==> src/lte_regs.svh <==
// lte_regs.svh: constants for the logic/test/extend execution block
// assumes: included by bare name, definitions only
`ifndef LTE_REGS_SVH
`define LTE_REGS_SVH

// clock counts with no wait states
`define LTE_CLK_SINGLE 4'h1
`define LTE_CLK_MARKED 4'h2
`define LTE_CLK_PROBE 4'h3
`define LTE_CLK_STAT_DEP 4'h3
`define LTE_CLK_FRAME_SP 4'h1
`define LTE_CLK_FRAME_IMM16 4'h2
`define LTE_CLK_FRAME_IMM32 4'h3
// remaining-clock value in which the probe read is on the bus
`define LTE_PROBE_ACC_REM 4'h2

// first-halfword field positions; the nine-bit constant high bits sit in the second halfword
`define LTE_F_RA_HI 15
`define LTE_F_RA_LO 11
`define LTE_F_RB_HI 4
`define LTE_F_RB_LO 0
`define LTE_F_BIT_HI 13
`define LTE_F_BIT_LO 11
`define LTE_F_D9_LO_HI 6
`define LTE_F_D9_LO_LO 4
`define LTE_F_D22_HI 5
`define LTE_F_NINE_HI_HI 5
`define LTE_F_NINE_HI_LO 2
// sub-opcode bits 20:19 sit at bits 4:3 of the second halfword
`define LTE_F_FF_HI 4
`define LTE_F_FF_LO 3

// element pointer source codes
`define LTE_EP_SP 2'h0
`define LTE_EP_SEXT16 2'h1
`define LTE_EP_SHL16 2'h2
`define LTE_EP_IMM32 2'h3

// reset values
`define LTE_RST_REM 4'h0
`define LTE_RST_WORD 32'h0000_0000

`endif

==> src/lte_pkg.sv <==
// lte_pkg: types shared by the execution block and its field decoder
// assumes: compiled before any module that names it
package lte_pkg;

    typedef enum logic [3:0] {
        lte_cls_none                   = 4'h0,
        lte_cls_and_test_no_write      = 4'h1,
        lte_cls_xor_register           = 4'h2,
        lte_cls_exclusive_or_immediate = 4'h3,
        lte_cls_zero_extend_byte       = 4'h4,
        lte_cls_zero_extend_halfword   = 4'h5,
        lte_cls_probe_disp             = 4'h6,
        lte_cls_probe_reg              = 4'h7,
        lte_cls_short_load             = 4'h8,
        lte_cls_marked_access          = 4'h9,
        lte_cls_list_load              = 4'ha,
        lte_cls_frame_prep             = 4'hb,
        lte_cls_sysreg_load            = 4'hc
    } lte_class_t;

    typedef enum logic {
        lte_st_idle = 1'b0,
        lte_st_run  = 1'b1
    } lte_state_t;

    typedef struct packed {
        lte_class_t cls;
        logic cond_dep;
        logic chk_ra;
        logic chk_rb;
        logic [11:0] register_select_list;
        logic [15:0] hw0;
        logic [15:0] hw1;
        logic [15:0] hw2;
        logic [15:0] hw3;
        logic [31:0] ra_val;
        logic [31:0] rb_val;
        logic [31:0] stack_pointer;
    } lte_issue_t;

    typedef struct packed {
        logic ov_we;
        logic s_we;
        logic z_we;
        logic ov;
        logic s;
        logic z;
    } lte_flags_t;

    typedef struct packed {
        logic [8:0] disp9;
        logic [21:0] long_branch_offset;
        logic [8:0] nine_bit_constant;
        logic [4:0] system_register_index;
        logic [4:0] sysreg_src;
        logic [1:0] ep_src;
        logic [31:0] element_pointer;
        logic reg_field_bad;
    } lte_fields_t;

endpackage

==> src/lte_exec.sv <==
// lte_exec: execution timing and datapath for test, xor, zero-extend,
// memory bit probe, plus cycle counts of the loads and frame preparation
// assumes: operand values are read by the core and arrive with the issue;
// the operand memory answers with mem_ready, low for each wait state
//
// Notes on behaviour
// RULE_01: and-test ANDs two registers, writes none, ov=0, s/z set, one clock.
// RULE_02: displacement probe: base plus signed 16-bit offset, z = not bit#3.
// RULE_03: register probe: base register is the address, bit from second reg.
// RULE_04: probe takes three clocks, plus one per read wait state.
// RULE_05: register xor writes dst^src into dst, ov=0, s/z set, one clock.
// RULE_06: immediate xor: src ^ zero-extended imm16 into other dst, one clock.
// RULE_07: byte zero-extend in place, no flags, one clock.
// RULE_08: halfword zero-extend in place, no flags, one clock.
// RULE_09: disp9 upper eight bits come from the opcode field.
// RULE_10: marked instruction takes three clocks after a status word rewrite.
// RULE_11: list load with empty list times like a one-register list.
// RULE_12: marked register field of all zeros is an illegal form.
// RULE_13: long branch offset upper 21 bits come from the opcode.
// RULE_14: short loads take one clock plus wait states.
// RULE_15: marked accesses take two clocks plus wait states.
// RULE_16: system register load: source from first field, index from second.
// RULE_17: nine-bit constant built from low five and high four bit fields.
// RULE_18: software never names the same register as first and third operand.
// RULE_19: frame preparation picks its pointer source by sub-opcode bits.
// RULE_20: code 00 sp, 01 sext imm16, 10 imm16<<16, 11 imm32.
// RULE_21: frame preparation with imm32 takes register count plus three.
`timescale 1ns/100ps
`default_nettype none
`include "lte_regs.svh"

module lte_exec (
    // clock and reset
    input wire logic clk,
    input wire logic rst,
    // instruction issue
    input wire logic issue_valid,
    input wire lte_pkg::lte_issue_t issue,
    output logic issue_ready,
    input wire logic stat_ext_write,
    // operand memory
    output logic mem_req,
    output logic [31:0] mem_addr,
    input wire logic mem_ready,
    input wire logic [7:0] mem_rdata,
    // retire
    output logic done,
    output logic illegal,
    output logic wr_en,
    output logic [4:0] wr_idx,
    output logic [31:0] wr_data,
    output var lte_pkg::lte_flags_t flags,
    output logic ep_we,
    output logic [31:0] ep_data,
    output var lte_pkg::lte_fields_t fields_q
);
    lte_pkg::lte_fields_t fields_c;

    lte_field_decode u_fields (
        .issue(issue),
        .fields(fields_c)
    );

    function automatic logic [3:0] list_count(input logic [11:0] l);
        logic [3:0] n;
        n = 4'h0;
        for (int i = 0; i < 12; i++) begin
            n = n + {3'h0, l[i]};
        end
        return n;
    endfunction

    // sequencer state
    lte_pkg::lte_state_t state_ff, nxt_state;
    lte_pkg::lte_class_t cls_ff, nxt_cls;
    logic [3:0] rem_ff, nxt_rem;
    logic [31:0] addr_ff, nxt_addr;
    logic [2:0] bit_ff, nxt_bit;
    logic zbit_ff, nxt_zbit;
    logic stat_dirty_ff, nxt_stat_dirty;
    // held results for stretched instructions
    logic [31:0] res_ff, nxt_res;
    logic [4:0] idx_ff, nxt_idx;
    logic we_ff, nxt_we;
    lte_pkg::lte_flags_t fl_ff, nxt_fl;
    logic epw_ff, nxt_epw;
    logic [31:0] ep_ff, nxt_ep;
    // published outputs
    logic done_ff, nxt_done;
    logic illegal_ff, nxt_illegal;
    logic wr_en_ff, nxt_wr_en;
    logic [4:0] wr_idx_ff, nxt_wr_idx;
    logic [31:0] wr_data_ff, nxt_wr_data;
    lte_pkg::lte_flags_t flags_ff, nxt_flags;
    logic ep_we_ff, nxt_ep_we;
    logic [31:0] ep_data_ff, nxt_ep_data;
    lte_pkg::lte_fields_t fields_ff, nxt_fields;

    // issue-side combinational results
    logic [31:0] res_c, t_c;
    logic [4:0] idx_c;
    logic we_c;
    lte_pkg::lte_flags_t fl_c;
    logic [31:0] addr_c;
    logic [2:0] bit_c;
    logic [3:0] total_c, n_c;
    logic writes_flags_c;

    always_comb begin
        res_c = 32'h0;
        t_c = 32'h0;
        idx_c = 5'h00;
        we_c = 1'b0;
        fl_c = '0;
        addr_c = 32'h0;
        bit_c = 3'h0;
        n_c = list_count(issue.register_select_list);
        total_c = `LTE_CLK_SINGLE;
        unique case (issue.cls)
            lte_pkg::lte_cls_and_test_no_write: begin
                t_c = issue.ra_val & issue.rb_val; // RULE_01
                fl_c = '{ov_we: 1'b1, s_we: 1'b1, z_we: 1'b1, ov: 1'b0,
                    s: t_c[31], z: (t_c == 32'h0)};
            end
            lte_pkg::lte_cls_xor_register: begin
                res_c = issue.ra_val ^ issue.rb_val; // RULE_05
                idx_c = issue.hw0[`LTE_F_RA_HI:`LTE_F_RA_LO];
                we_c = 1'b1;
                fl_c = '{ov_we: 1'b1, s_we: 1'b1, z_we: 1'b1, ov: 1'b0,
                    s: res_c[31], z: (res_c == 32'h0)};
            end
            lte_pkg::lte_cls_exclusive_or_immediate: begin
                res_c = issue.rb_val ^ {16'h0000, issue.hw1}; // RULE_06
                idx_c = issue.hw0[`LTE_F_RA_HI:`LTE_F_RA_LO];
                we_c = 1'b1;
                fl_c = '{ov_we: 1'b1, s_we: 1'b1, z_we: 1'b1, ov: 1'b0,
                    s: res_c[31], z: (res_c == 32'h0)};
            end
            lte_pkg::lte_cls_zero_extend_byte: begin
                res_c = {24'h00_0000, issue.rb_val[7:0]}; // RULE_07
                idx_c = issue.hw0[`LTE_F_RB_HI:`LTE_F_RB_LO];
                we_c = 1'b1;
            end
            lte_pkg::lte_cls_zero_extend_halfword: begin
                res_c = {16'h0000, issue.rb_val[15:0]}; // RULE_08
                idx_c = issue.hw0[`LTE_F_RB_HI:`LTE_F_RB_LO];
                we_c = 1'b1;
            end
            lte_pkg::lte_cls_probe_disp: begin
                addr_c = issue.rb_val + {{16{issue.hw1[15]}}, issue.hw1}; // RULE_02
                bit_c = issue.hw0[`LTE_F_BIT_HI:`LTE_F_BIT_LO];
                total_c = `LTE_CLK_PROBE; // RULE_04
            end
            lte_pkg::lte_cls_probe_reg: begin
                addr_c = issue.rb_val; // RULE_03
                bit_c = issue.ra_val[2:0];
                total_c = `LTE_CLK_PROBE;
            end
            lte_pkg::lte_cls_marked_access: total_c = `LTE_CLK_MARKED; // RULE_15
            lte_pkg::lte_cls_list_load: begin
                total_c = (n_c == 4'h0) ? 4'h1 : n_c; // RULE_11
            end
            lte_pkg::lte_cls_frame_prep: begin
                if (fields_c.ep_src == `LTE_EP_IMM32) begin
                    total_c = n_c + `LTE_CLK_FRAME_IMM32; // RULE_21
                end else if (fields_c.ep_src == `LTE_EP_SP) begin
                    total_c = n_c + `LTE_CLK_FRAME_SP;
                end else begin
                    total_c = n_c + `LTE_CLK_FRAME_IMM16;
                end
            end
            default: total_c = `LTE_CLK_SINGLE; // RULE_14
        endcase
        // a status word rewrite just before stretches a marked instruction
        if (issue.cond_dep && stat_dirty_ff) begin
            total_c = `LTE_CLK_STAT_DEP; // RULE_10
        end
        writes_flags_c = fl_c.z_we;
    end

    // access, stall and retire decisions
    logic idle, active, take, acc, stall, finish, bad;
    lte_pkg::lte_class_t cur_cls;
    logic [3:0] cur_rem;

    always_comb begin
        idle = (state_ff == lte_pkg::lte_st_idle);
        bad = fields_c.reg_field_bad;
        take = idle && issue_valid;
        active = idle ? (issue_valid && !bad) : 1'b1;
        cur_cls = idle ? issue.cls : cls_ff;
        cur_rem = idle ? total_c : rem_ff;
        // which clock of an instruction holds its memory read
        unique case (cur_cls)
            lte_pkg::lte_cls_probe_disp,
            lte_pkg::lte_cls_probe_reg: acc = (cur_rem == `LTE_PROBE_ACC_REM);
            lte_pkg::lte_cls_short_load,
            lte_pkg::lte_cls_marked_access: acc = (cur_rem == 4'h1);
            lte_pkg::lte_cls_list_load: acc = 1'b1;
            default: acc = 1'b0;
        endcase
        acc = acc && active;
        stall = acc && !mem_ready; // RULE_04
        finish = active && !stall && (cur_rem == 4'h1);
    end

    assign issue_ready = idle;
    assign mem_req = acc;
    assign mem_addr = addr_ff;

    always_comb begin
        nxt_state = state_ff;
        nxt_cls = cls_ff;
        nxt_rem = rem_ff;
        nxt_addr = addr_ff;
        nxt_bit = bit_ff;
        nxt_zbit = zbit_ff;
        nxt_res = res_ff;
        nxt_idx = idx_ff;
        nxt_we = we_ff;
        nxt_fl = fl_ff;
        nxt_epw = epw_ff;
        nxt_ep = ep_ff;
        nxt_done = 1'b0;
        nxt_illegal = take && bad; // RULE_12
        nxt_wr_en = 1'b0;
        nxt_wr_idx = wr_idx_ff;
        nxt_wr_data = wr_data_ff;
        nxt_flags = '0;
        nxt_ep_we = 1'b0;
        nxt_ep_data = ep_data_ff;
        nxt_fields = take ? fields_c : fields_ff;
        nxt_stat_dirty = stat_dirty_ff;
        if (take && !bad) begin
            nxt_cls = issue.cls;
            nxt_addr = addr_c;
            nxt_bit = bit_c;
            nxt_res = res_c;
            nxt_idx = idx_c;
            nxt_we = we_c;
            nxt_fl = fl_c;
            nxt_epw = (issue.cls == lte_pkg::lte_cls_frame_prep);
            nxt_ep = fields_c.element_pointer;
            nxt_stat_dirty = 1'b0;
        end
        if (acc && mem_ready) begin
            nxt_zbit = mem_rdata[idle ? bit_c : bit_ff];
        end
        if (finish) begin
            nxt_state = lte_pkg::lte_st_idle;
            nxt_done = 1'b1;
            if (idle) begin
                nxt_wr_en = we_c;
                nxt_wr_idx = idx_c;
                nxt_wr_data = res_c;
                nxt_flags = fl_c;
                nxt_ep_we = (issue.cls == lte_pkg::lte_cls_frame_prep);
                nxt_ep_data = fields_c.element_pointer;
                nxt_stat_dirty = writes_flags_c;
            end else if (cls_ff == lte_pkg::lte_cls_probe_disp ||
                cls_ff == lte_pkg::lte_cls_probe_reg) begin
                // only the zero flag moves; memory is left untouched
                nxt_flags.z_we = 1'b1; // RULE_02 RULE_03
                nxt_flags.z = ~zbit_ff;
                nxt_stat_dirty = 1'b1;
            end else begin
                nxt_wr_en = we_ff;
                nxt_wr_idx = idx_ff;
                nxt_wr_data = res_ff;
                nxt_flags = fl_ff;
                nxt_ep_we = epw_ff;
                nxt_ep_data = ep_ff;
                nxt_stat_dirty = fl_ff.z_we;
            end
        end else if (active) begin
            nxt_state = lte_pkg::lte_st_run;
            nxt_rem = stall ? cur_rem : cur_rem - 4'h1;
        end
        if (stat_ext_write) begin
            nxt_stat_dirty = 1'b1;
        end
    end

    always_ff @(posedge clk) begin
        if (rst) begin
            state_ff <= lte_pkg::lte_st_idle;
            cls_ff <= lte_pkg::lte_cls_none;
            rem_ff <= `LTE_RST_REM;
            addr_ff <= `LTE_RST_WORD;
            bit_ff <= 3'h0;
            zbit_ff <= 1'b0;
            stat_dirty_ff <= 1'b0;
            res_ff <= `LTE_RST_WORD;
            idx_ff <= 5'h00;
            we_ff <= 1'b0;
            fl_ff <= '0;
            epw_ff <= 1'b0;
            ep_ff <= `LTE_RST_WORD;
            done_ff <= 1'b0;
            illegal_ff <= 1'b0;
            wr_en_ff <= 1'b0;
            wr_idx_ff <= 5'h00;
            wr_data_ff <= `LTE_RST_WORD;
            flags_ff <= '0;
            ep_we_ff <= 1'b0;
            ep_data_ff <= `LTE_RST_WORD;
            fields_ff <= '0;
        end else begin
            state_ff <= nxt_state;
            cls_ff <= nxt_cls;
            rem_ff <= nxt_rem;
            addr_ff <= nxt_addr;
            bit_ff <= nxt_bit;
            zbit_ff <= nxt_zbit;
            stat_dirty_ff <= nxt_stat_dirty;
            res_ff <= nxt_res;
            idx_ff <= nxt_idx;
            we_ff <= nxt_we;
            fl_ff <= nxt_fl;
            epw_ff <= nxt_epw;
            ep_ff <= nxt_ep;
            done_ff <= nxt_done;
            illegal_ff <= nxt_illegal;
            wr_en_ff <= nxt_wr_en;
            wr_idx_ff <= nxt_wr_idx;
            wr_data_ff <= nxt_wr_data;
            flags_ff <= nxt_flags;
            ep_we_ff <= nxt_ep_we;
            ep_data_ff <= nxt_ep_data;
            fields_ff <= nxt_fields;
        end
    end

    assign done = done_ff;
    assign illegal = illegal_ff;
    assign wr_en = wr_en_ff;
    assign wr_idx = wr_idx_ff;
    assign wr_data = wr_data_ff;
    assign flags = flags_ff;
    assign ep_we = ep_we_ff;
    assign ep_data = ep_data_ff;
    assign fields_q = fields_ff;

    logic plain_take;
    assign plain_take = take && !bad && !(issue.cond_dep && stat_dirty_ff);
endmodule
`default_nettype wire

==> src/lte_field_decode.sv <==
// lte_field_decode: pure field assembly from the instruction halfwords
// assumes: halfwords and operand values arrive together in one issue word
`timescale 1ns/100ps
`default_nettype none
`include "lte_regs.svh"

module lte_field_decode (
    // instruction in
    input wire lte_pkg::lte_issue_t issue,
    // decoded fields out
    output var lte_pkg::lte_fields_t fields
);
    logic [4:0] ra_fld;
    logic [4:0] rb_fld;
    logic [1:0] ff;

    always_comb begin
        ra_fld = issue.hw0[`LTE_F_RA_HI:`LTE_F_RA_LO];
        rb_fld = issue.hw0[`LTE_F_RB_HI:`LTE_F_RB_LO];
        ff = issue.hw1[`LTE_F_FF_HI:`LTE_F_FF_LO];
        // upper eight bits from the opcode, bit 0 implied zero
        fields.disp9 = {ra_fld, issue.hw0[`LTE_F_D9_LO_HI:`LTE_F_D9_LO_LO], 1'b0}; // RULE_09
        // upper 21 bits from the opcode, bit 0 implied zero
        fields.long_branch_offset = {issue.hw0[`LTE_F_D22_HI:0], issue.hw1[15:1],
            1'b0}; // RULE_13
        fields.nine_bit_constant = {issue.hw1[`LTE_F_NINE_HI_HI:`LTE_F_NINE_HI_LO],
            rb_fld}; // RULE_17
        // index rides in the field that usually names the second operand
        fields.system_register_index = ra_fld; // RULE_16
        fields.sysreg_src = rb_fld; // RULE_16
        fields.ep_src = ff; // RULE_19
        unique case (ff)
            `LTE_EP_SP: fields.element_pointer = issue.stack_pointer; // RULE_20
            `LTE_EP_SEXT16: fields.element_pointer = {{16{issue.hw2[15]}}, issue.hw2};
            `LTE_EP_SHL16: fields.element_pointer = {issue.hw2, 16'h0000};
            `LTE_EP_IMM32: fields.element_pointer = {issue.hw3, issue.hw2};
        endcase
        fields.reg_field_bad = (issue.chk_ra && ra_fld == 5'h00) ||
            (issue.chk_rb && rb_fld == 5'h00); // RULE_12
    end
endmodule
`default_nettype wire

==> config.mk <==
export PLATFORM = sky130hd
export DESIGN_NAME = lte_exec
export DESIGN_NICKNAME = d
export VERILOG_FILES = /design/src/lte_pkg.sv /design/src/lte_exec.sv /design/src/lte_field_decode.sv
export VERILOG_INCLUDE_DIRS = /design/src
export SDC_FILE = /design/constraint.sdc
export NUM_CORES = 1
export LEC_CHECK = 0
export ABC_AREA = 1
export BUFFER_PORTS_ARGS = -buffer_cell sky130_fd_sc_hd__buf_4
export CAP_MARGIN = 20
export CORE_ASPECT_RATIO = 1.2
export CORE_MARGIN = 4
export CORE_UTILIZATION = 54
export DETAILED_ROUTE_END_ITERATION = 8
export PLACE_DENSITY = 0.82
export SYNTH_ARGS = -nofsm -noshare
export SYNTH_HDL_FRONTEND = slang
export SYNTH_SLANG_ARGS = --single-unit
==> constraint.sdc <==
create_clock -name clk -period 6.85 [get_ports clk]
set_input_delay 0.3425 -clock clk [delete_from_list [all_inputs] [get_ports clk]]
set_output_delay 0.3425 -clock clk [all_outputs]
set_load 0.05 [all_outputs]
==> flow_metrics.py, run 1 <==
metrics = {
    "status": {
        "status": "finished, final reports clean",
    },
    "worst_setup_path": {
        "cp.required_ns": 7.29,
        "r2r_slack_ns": 2.85,
        "cp-start-kind": "input port",
        "critPathArrivalTime_ns": 6.38,
        "crit_type": "input port to register",
        "crit_fanout": 71,
        "endpoint_kind": "register",
    },
    "clock_network": {
        "cts_max_level": 1,
        "cts_hold_buf": 1,
        "cts_tree": "yes",
        "clock-root-buffer": "clkbuf_16",
        "post_cts.repair.setup_buffers": 0,
        "clk_pin_slew_ns": 0.06,
        "cts_max_path_buffers": 3,
        "cts_resized": 0,
        "clock_sinks": 257,
        "clock_latency_ns": 0.53,
        "cts_buffers": 27,
    },
    "timing": {
        "setup_slack_ns": 0.9062,
        "clock_skew_ns": 0.007446,
        "fin_tns_setup_ns": 0,
        "min_period_over_period_pct": 86.77,
        "rsz0062_at_grt": "no",
        "maxSlewViolCount": 0,
        "tightest_slew_ns": 1.134,
        "fmax_mhz": 168.2,
        "fin_crit_ns": 5.944,
        "maxSlewHeadroom_pct": 24.43,
        "setup_violations": 0,
        "hold_viol": 0,
    },
    "drt": {
        "wl_per_cell_um": 19.39,
        "drt-total-wl_um": 53610,
        "via_per_inst": 5.845,
        "dr.pass1.iters": 6,
        "route.detailed.drc": 0,
        "drt_iter0_drc": 1492,
        "vias": 16160,
        "postRouteAntennaNets": 0,
    },
    "synthesis": {
        "async_flop_share_pct": 0,
        "synth_edf_count": 0,
        "synth_top_flop_cell": "dfxtp_1",
        "synth-seq-cells": 257,
        "syn-cell-area_mm2": 0.01472,
        "seq_area_frac_synth_pct": 34.95,
        "yosys_warnings": 0,
        "synth.distinct_cells": 46,
        "avgSynthCellArea_um2": 6.881,
        "syn_inst": 2139,
    },
    "final_layout": {
        "nets": 2680,
        "final_cell_count_no_fill": 2765,
        "final_common_cell": "buf_4",
        "layout_common_cells": "buf_4 (399), nand2_1 (333), o21ai_0 (271), inv_1 (269), dfxtp_1 (256)",
        "area_delta_synth_final_pct": 24.75,
        "layout-drive-gt1-share_pct": 19.24,
        "fin_area_mm2": 0.01836,
    },
    "placed_design": {
        "dp_hpwl_um": 39390,
        "placedCellCount": 2712,
        "dpl_cell_area_mm2": 0.01743,
        "place_congestion": 0.9913,
        "portBuffers": 382,
        "place_ws_ns": 0.4545,
    },
    "floorplan": {
        "core_mm2": 0.02659,
        "io_pins": 390,
        "die-area_mm2": 0.02997,
        "die_width_um": 158.7,
        "die_h_um": 188.9,
        "row_count": 65,
        "start_util_pct": 55.35,
    },
    "grt": {
        "grt_overflow": 0,
        "grt_pass1_vias": 15220,
        "grt_usage_pct": 33.09,
        "grt_pass1_wl_um": 81500,
        "grt_max_degree": 114,
        "antenna_found_initial": 4,
    },
    "pwr": {
        "power_density_mw_per_mm2": 323.5,
        "p_leak_uw": 0.008857,
        "ir_worst_vdd_v": 0.0002245,
    },
    "worst_hold_path": {
        "hold_class": "input port to register",
    },
    "flow_run": {
        "cap_violations": 0,
    },
}
[cells in the mapped netlist, types with 5 or more instances]
master | count | area share [%]
a21o_1 | 18 | 0.92
a21oi_1 | 236 | 8.0
a221o_1 | 14 | 0.95
a221oi_1 | 8 | 0.48
a22o_1 | 15 | 0.89
a31oi_1 | 11 | 0.47
buf_1 | 9 | 0.23
buf_2 | 23 | 0.78
buf_4 | 27 | 1.4
clkbuf_1 | 103 | 2.6
dfxtp_1 | 257 | 35
fa_1 | 8 | 1.1
ha_1 | 72 | 6.1
inv_1 | 271 | 6.9
nand2_1 | 333 | 8.5
nand3_1 | 54 | 1.8
nand4_1 | 86 | 3.7
nor2_1 | 195 | 5.0
nor3_1 | 8 | 0.27
nor4_1 | 22 | 0.94
o21ai_0 | 271 | 9.2
o21bai_1 | 5 | 0.26
o221ai_1 | 14 | 0.83
o22ai_1 | 34 | 1.4
[power breakdown]
| part | internal (µW) | switching, µW |
|---|---|---|
| Combinational | 770 | 1800 |
| Clock | 875 | 623 |
| Sequential | 1740 | 130 |
| Total | 3380 | 2560 |
[critical path, cell delays in order]
cell	delay, ns
buf_4	0.11
inv_1	0.08
fa_1	0.46
fa_1	0.55
fa_1	0.44
fa_1	0.50
inv_1	0.05
ha_1	0.20
fa_1	0.52
ha_1	0.34
o2111ai_1	0.21
nand4_1	0.10
o21ai_0	0.24
inv_1	0.11
ha_1	0.22
nor4b_1	0.14
nand2_1	0.10
nand3_2	0.13
a21oi_4	0.16
buf_4	0.64
nand3_1	0.40
nor3_1	0.27
[worst paths after layout]
| path | end | start | cells after the start |
|---|---|---|---|
| setup / recovery | flags[0]$_SDFF_PP0_ | issue[161] | 22 |
| hold reg to reg | ep_ff[14]$_SDFFE_PP0P_ | ep_ff[14]$_SDFFE_PP0P_ | 2 |
| setup reg to reg | flags[0]$_SDFF_PP0_ | state_ff$_SDFFE_PP0N_ | 12 |
| hold / removal | fields_q[78]$_SDFFE_PP0P_ | issue[149] | 3 |
[state kept, by name, summed over array words and instances (netlist names), 3 cells and up]
register / cells
fields_q: 60
res_ff: 32
ep_ff: 32
wr_idx: 5
cls_ff: 4
wr_data: 32
fl_ff: 3
rem_ff: 4
idx_ff: 5
flags: 4
ep_data: 32
mem_addr: 32
bit_ff: 3
[metrics by stage]
step / util [%] / hold slack [ns] / total power, µW
floorplan: - / 0.4244 / 3696
global placement: 65.54 / 0.4337 / 4381
detailed placement: 65.54 / 0.4413 / 4439
CTS: 68.99 / 0.02644 / 5930
global route: 69.03 / 0.04508 / 6249
finish: 69.04 / 0.04349 / 5940
[cells by family after synthesis]
family | count (synthesis) | share of synthesized area, %
buffers and inverters | 441 | 12.18
AO/OA/AOI/OAI | 642 | 24.42
adder cells (fa/ha/maj) | 80 | 7.208
XOR/XNOR | 5 | 0.2975
AND/OR/NAND/NOR | 713 | 20.91
flip-flops | 257 | 34.95
other | 1 | 0.02548
[final cells by class]
class | count | area (µm²)
Fill cell | 2287 | 8233
Multi-Input combinational cell | 1443 | 7811
Sequential cell | 257 | 5146
Timing Repair Buffer | 401 | 3025
Inverter | 278 | 1046
Clock buffer | 37 | 783.3
Tap cell | 335 | 419.2
Clock inverter | 11 | 122.6
Antenna cell | 3 | 7.507
[routing by layer]
| metal | vias up | share of wire [%] | routed length (µm) | GRT usage [%] |
|---|---|---|---|---|
| li1 | 7734 | - | - | - |
| met2 | 818 | 49 | 26340 | 58.81 |
| met3 | 160 | 8.6 | 4615 | 7.076 |
| met4 | 2 | 6.1 | 3291 | 17.73 |
| met1 | 7448 | 36 | 19360 | 37.22 |
| met5 | - | 0.015 | 8 | 0 |
Power figures use the tool's default switching activity.
==> run 2, diff against run 1 <==
BUFFER_PORTS_ARGS = -buffer_cell sky130_fd_sc_hd__buf_2   (was -buffer_cell sky130_fd_sc_hd__buf_4)
==> run 2 against run 1 <==
  * Via count shrank 0.79%
  * Final area shrank 4.8%
  * Clock skew grew 0.013 ns
  * First-iteration DRC count shrank 8.8%
  * Setup slack gained 0.18 ns
  * Count of clock-buffer cells in the layout shrank 1
  * Sequential power is essentially flat
  * Register-to-register slack gained 0.41 ns
  * Hold slack lost 0.028 ns
  * Global-route usage shrank 0.86 points
  * Sequential share of layout area grew 1.4 points
  * Highest routed layer unchanged
  * Non-clock buffer count grew 1
==> flow_metrics.py, run 2 (synthesized netlist as in run 1, its figures left out) <==
metrics = {
    "floorplan": {
        "die-area_mm2": 0.02997,
        "start_util_pct": 55.35,
        "die_h_um": 188.9,
        "io_pins": 390,
        "die_width_um": 158.7,
        "row_count": 65,
        "core_mm2": 0.02659,
    },
    "final_layout": {
        "nets": 2681,
        "layout_common_cells": "buf_2 (382), nand2_1 (333), o21ai_0 (271), inv_1 (269), dfxtp_1 (256)",
        "layout-drive-gt1-share_pct": 19.35,
        "final_common_cell": "buf_2",
        "final_cell_count_no_fill": 2772,
        "area_delta_synth_final_pct": 18.73,
        "post-route-util_pct": 65.71,
        "largest_reg_flops": 60,
    },
    "timing": {
        "min_period_over_period_pct": 84.13,
        "fin_tns_setup_ns": 0,
        "hold_viol": 0,
        "maxSlewHeadroom_pct": 25.93,
        "clock_skew_ns": 0.02093,
        "fmax_mhz": 173.5,
        "tightest_slew_ns": 1.111,
        "setup_violations": 0,
        "rsz0062_at_grt": "no",
        "maxSlewViolCount": 0,
        "fin_crit_ns": 5.763,
    },
    "clock_network": {
        "clock_sinks": 257,
        "cts_tree": "yes",
        "cts_max_level": 1,
        "cts_buffers": 27,
        "cts_hold_buf": 0,
        "cts_resized": 0,
        "clock_latency_ns": 0.54,
        "cts_max_path_buffers": 3,
        "clock-root-buffer": "clkbuf_16",
        "clk_pin_slew_ns": 0.07,
        "post_cts.repair.setup_buffers": 0,
    },
    "placed_design": {
        "dp_hpwl_um": 38430,
        "place_congestion": 0.9969,
        "placedCellCount": 2714,
        "portBuffers": 382,
    },
    "grt": {
        "grt_max_degree": 116,
        "grt_pass1_vias": 14950,
        "grt_pass1_wl_um": 79500,
        "grt_overflow": 0,
        "antenna_found_initial": 18,
        "grt_usage_pct": 32.23,
    },
    "worst_setup_path": {
        "critPathBufInv": 7,
        "cp-start-kind": "input port",
        "path_cells": "buf_2, inv_1, fa_1, fa_1, fa_1, fa_1, inv_1, ha_1, fa_1, inv_1, ha_1, nand3_1, nand3_1, nand4_1, o21ai_0, inv_1, ha_1, nor4b_1, nand2_1, nand3_2, nand2_1, inv_1, buf_2",
        "critPathArrivalTime_ns": 5.42,
        "crit_type": "input port to primary output",
        "slowest_delay_ns": 0.59,
        "critPathSlowestCell": "fa_1",
        "crit_family": "adder cells",
        "cp.required_ns": 6.51,
        "endpoint_kind": "primary output",
        "crit_fanout": 5,
    },
    "drt": {
        "wl_met3_um": 4279,
        "postRouteAntennaNets": 0,
        "wl_per_cell_um": 18.83,
        "dr.pass1.iters": 5,
        "drt-total-wl_um": 52190,
        "via_per_inst": 5.784,
        "route.detailed.drc": 0,
        "wl_met1_um": 19520,
        "dr_wl_met2_um": 25570,
        "highest_layer": "met5",
        "drt_iter0_drc": 1360,
        "vias": 16030,
    },
    "pwr": {
        "ir_worst_vdd_v": 0.0002975,
        "power_density_mw_per_mm2": 334.8,
        "p_leak_uw": 0.008701,
    },
    "status": {
        "status": "finished, final reports clean",
    },
    "flow_run": {
        "cap_violations": 0,
    },
    "worst_hold_path": {
        "hold_class": "input port to register",
    },
}
## run 2: cell types whose count changed in the layout (fill, tap and decap cells not counted)
| cell | before | now |
|---|---|---|
| buf_2 | 0 | 382 |
| inv_6 | 1 | 0 |
| clkinv_4 | 1 | 4 |
| clkbuf_8 | 7 | 6 |
| diode_2 | 3 | 8 |
| clkinvlp_4 | 4 | 1 |
| buf_4 | 399 | 19 |
| inv_8 | 0 | 1 |
| dlygate4sd3_1 | 1 | 0 |
| bufinv_16 | 2 | 4 |
## run 2: final cells by class
type / instances / area, µm²
diodes: 8 / 20.02
clock buffers: 36 / 769.5
clock inverters: 13 / 188.9
fillers: 2375 / 9119
inverters: 278 / 1046
multi-input cells: 1443 / 7811
flip-flops and latches: 257 / 5146
well taps: 335 / 419.2
repair buffers: 402 / 2074
## run 2: per-stage QoR
stage               hold WS [ns]  total power (µW)  area, µm²  setup WS, ns
floorplan                 0.4244              3696      14730         1.596
global placement          0.4333              4235      16490         1.024
detailed placement        0.4406              4287      16490        0.9315
CTS                    0.0008106              5855      17450         1.192
global route             0.03238              6171      17470        0.7773
finish                   0.01548              5851      17480         1.087
## run 2: where the power goes
| group | leakage [µW] | total, µW | switching [µW] | internal, µW |
|---|---|---|---|---|
| clock | 0.000470 | 1560 | 618 | 943 |
| combinational | 0.00611 | 2440 | 1790 | 641 |
| sequential | 0.00212 | 1850 | 118 | 1740 |
| total | 0.00870 | 5850 | 2530 | 3320 |
## run 2: path summary, 6_finish.rpt
kind	slack [ns]	cells after the start	to	startpoint
max	1.09	23	mem_req	issue[160]
min	0.02	2	zbit_ff$_SDFFE_PP0P_	mem_ready
max reg2reg	3.26	8	flags[3]$_SDFF_PP0_	state_ff$_SDFFE_PP0N_
min reg2reg	0.45	2	ep_ff[3]$_SDFFE_PP0P_	ep_ff[3]$_SDFFE_PP0P_
## run 2: worst register-to-register path: cells and delay by family (launching register included)
kind,cells,cell delay [ns]
AO/OA/AOI/OAI,2,0.81
adder cells (fa/ha/maj),1,0.26
AND/OR/NAND/NOR,2,0.90
buffers and inverters,3,1.24
flip-flops,1,0.31
## run 2: routing by layer
layer  vias to the layer above  GRT usage [%]
li1                       7750              -
met1                      7349          36.95
met2                       767          57.98
met3                       146          6.140
met4                        22          15.33
met5                         -              0
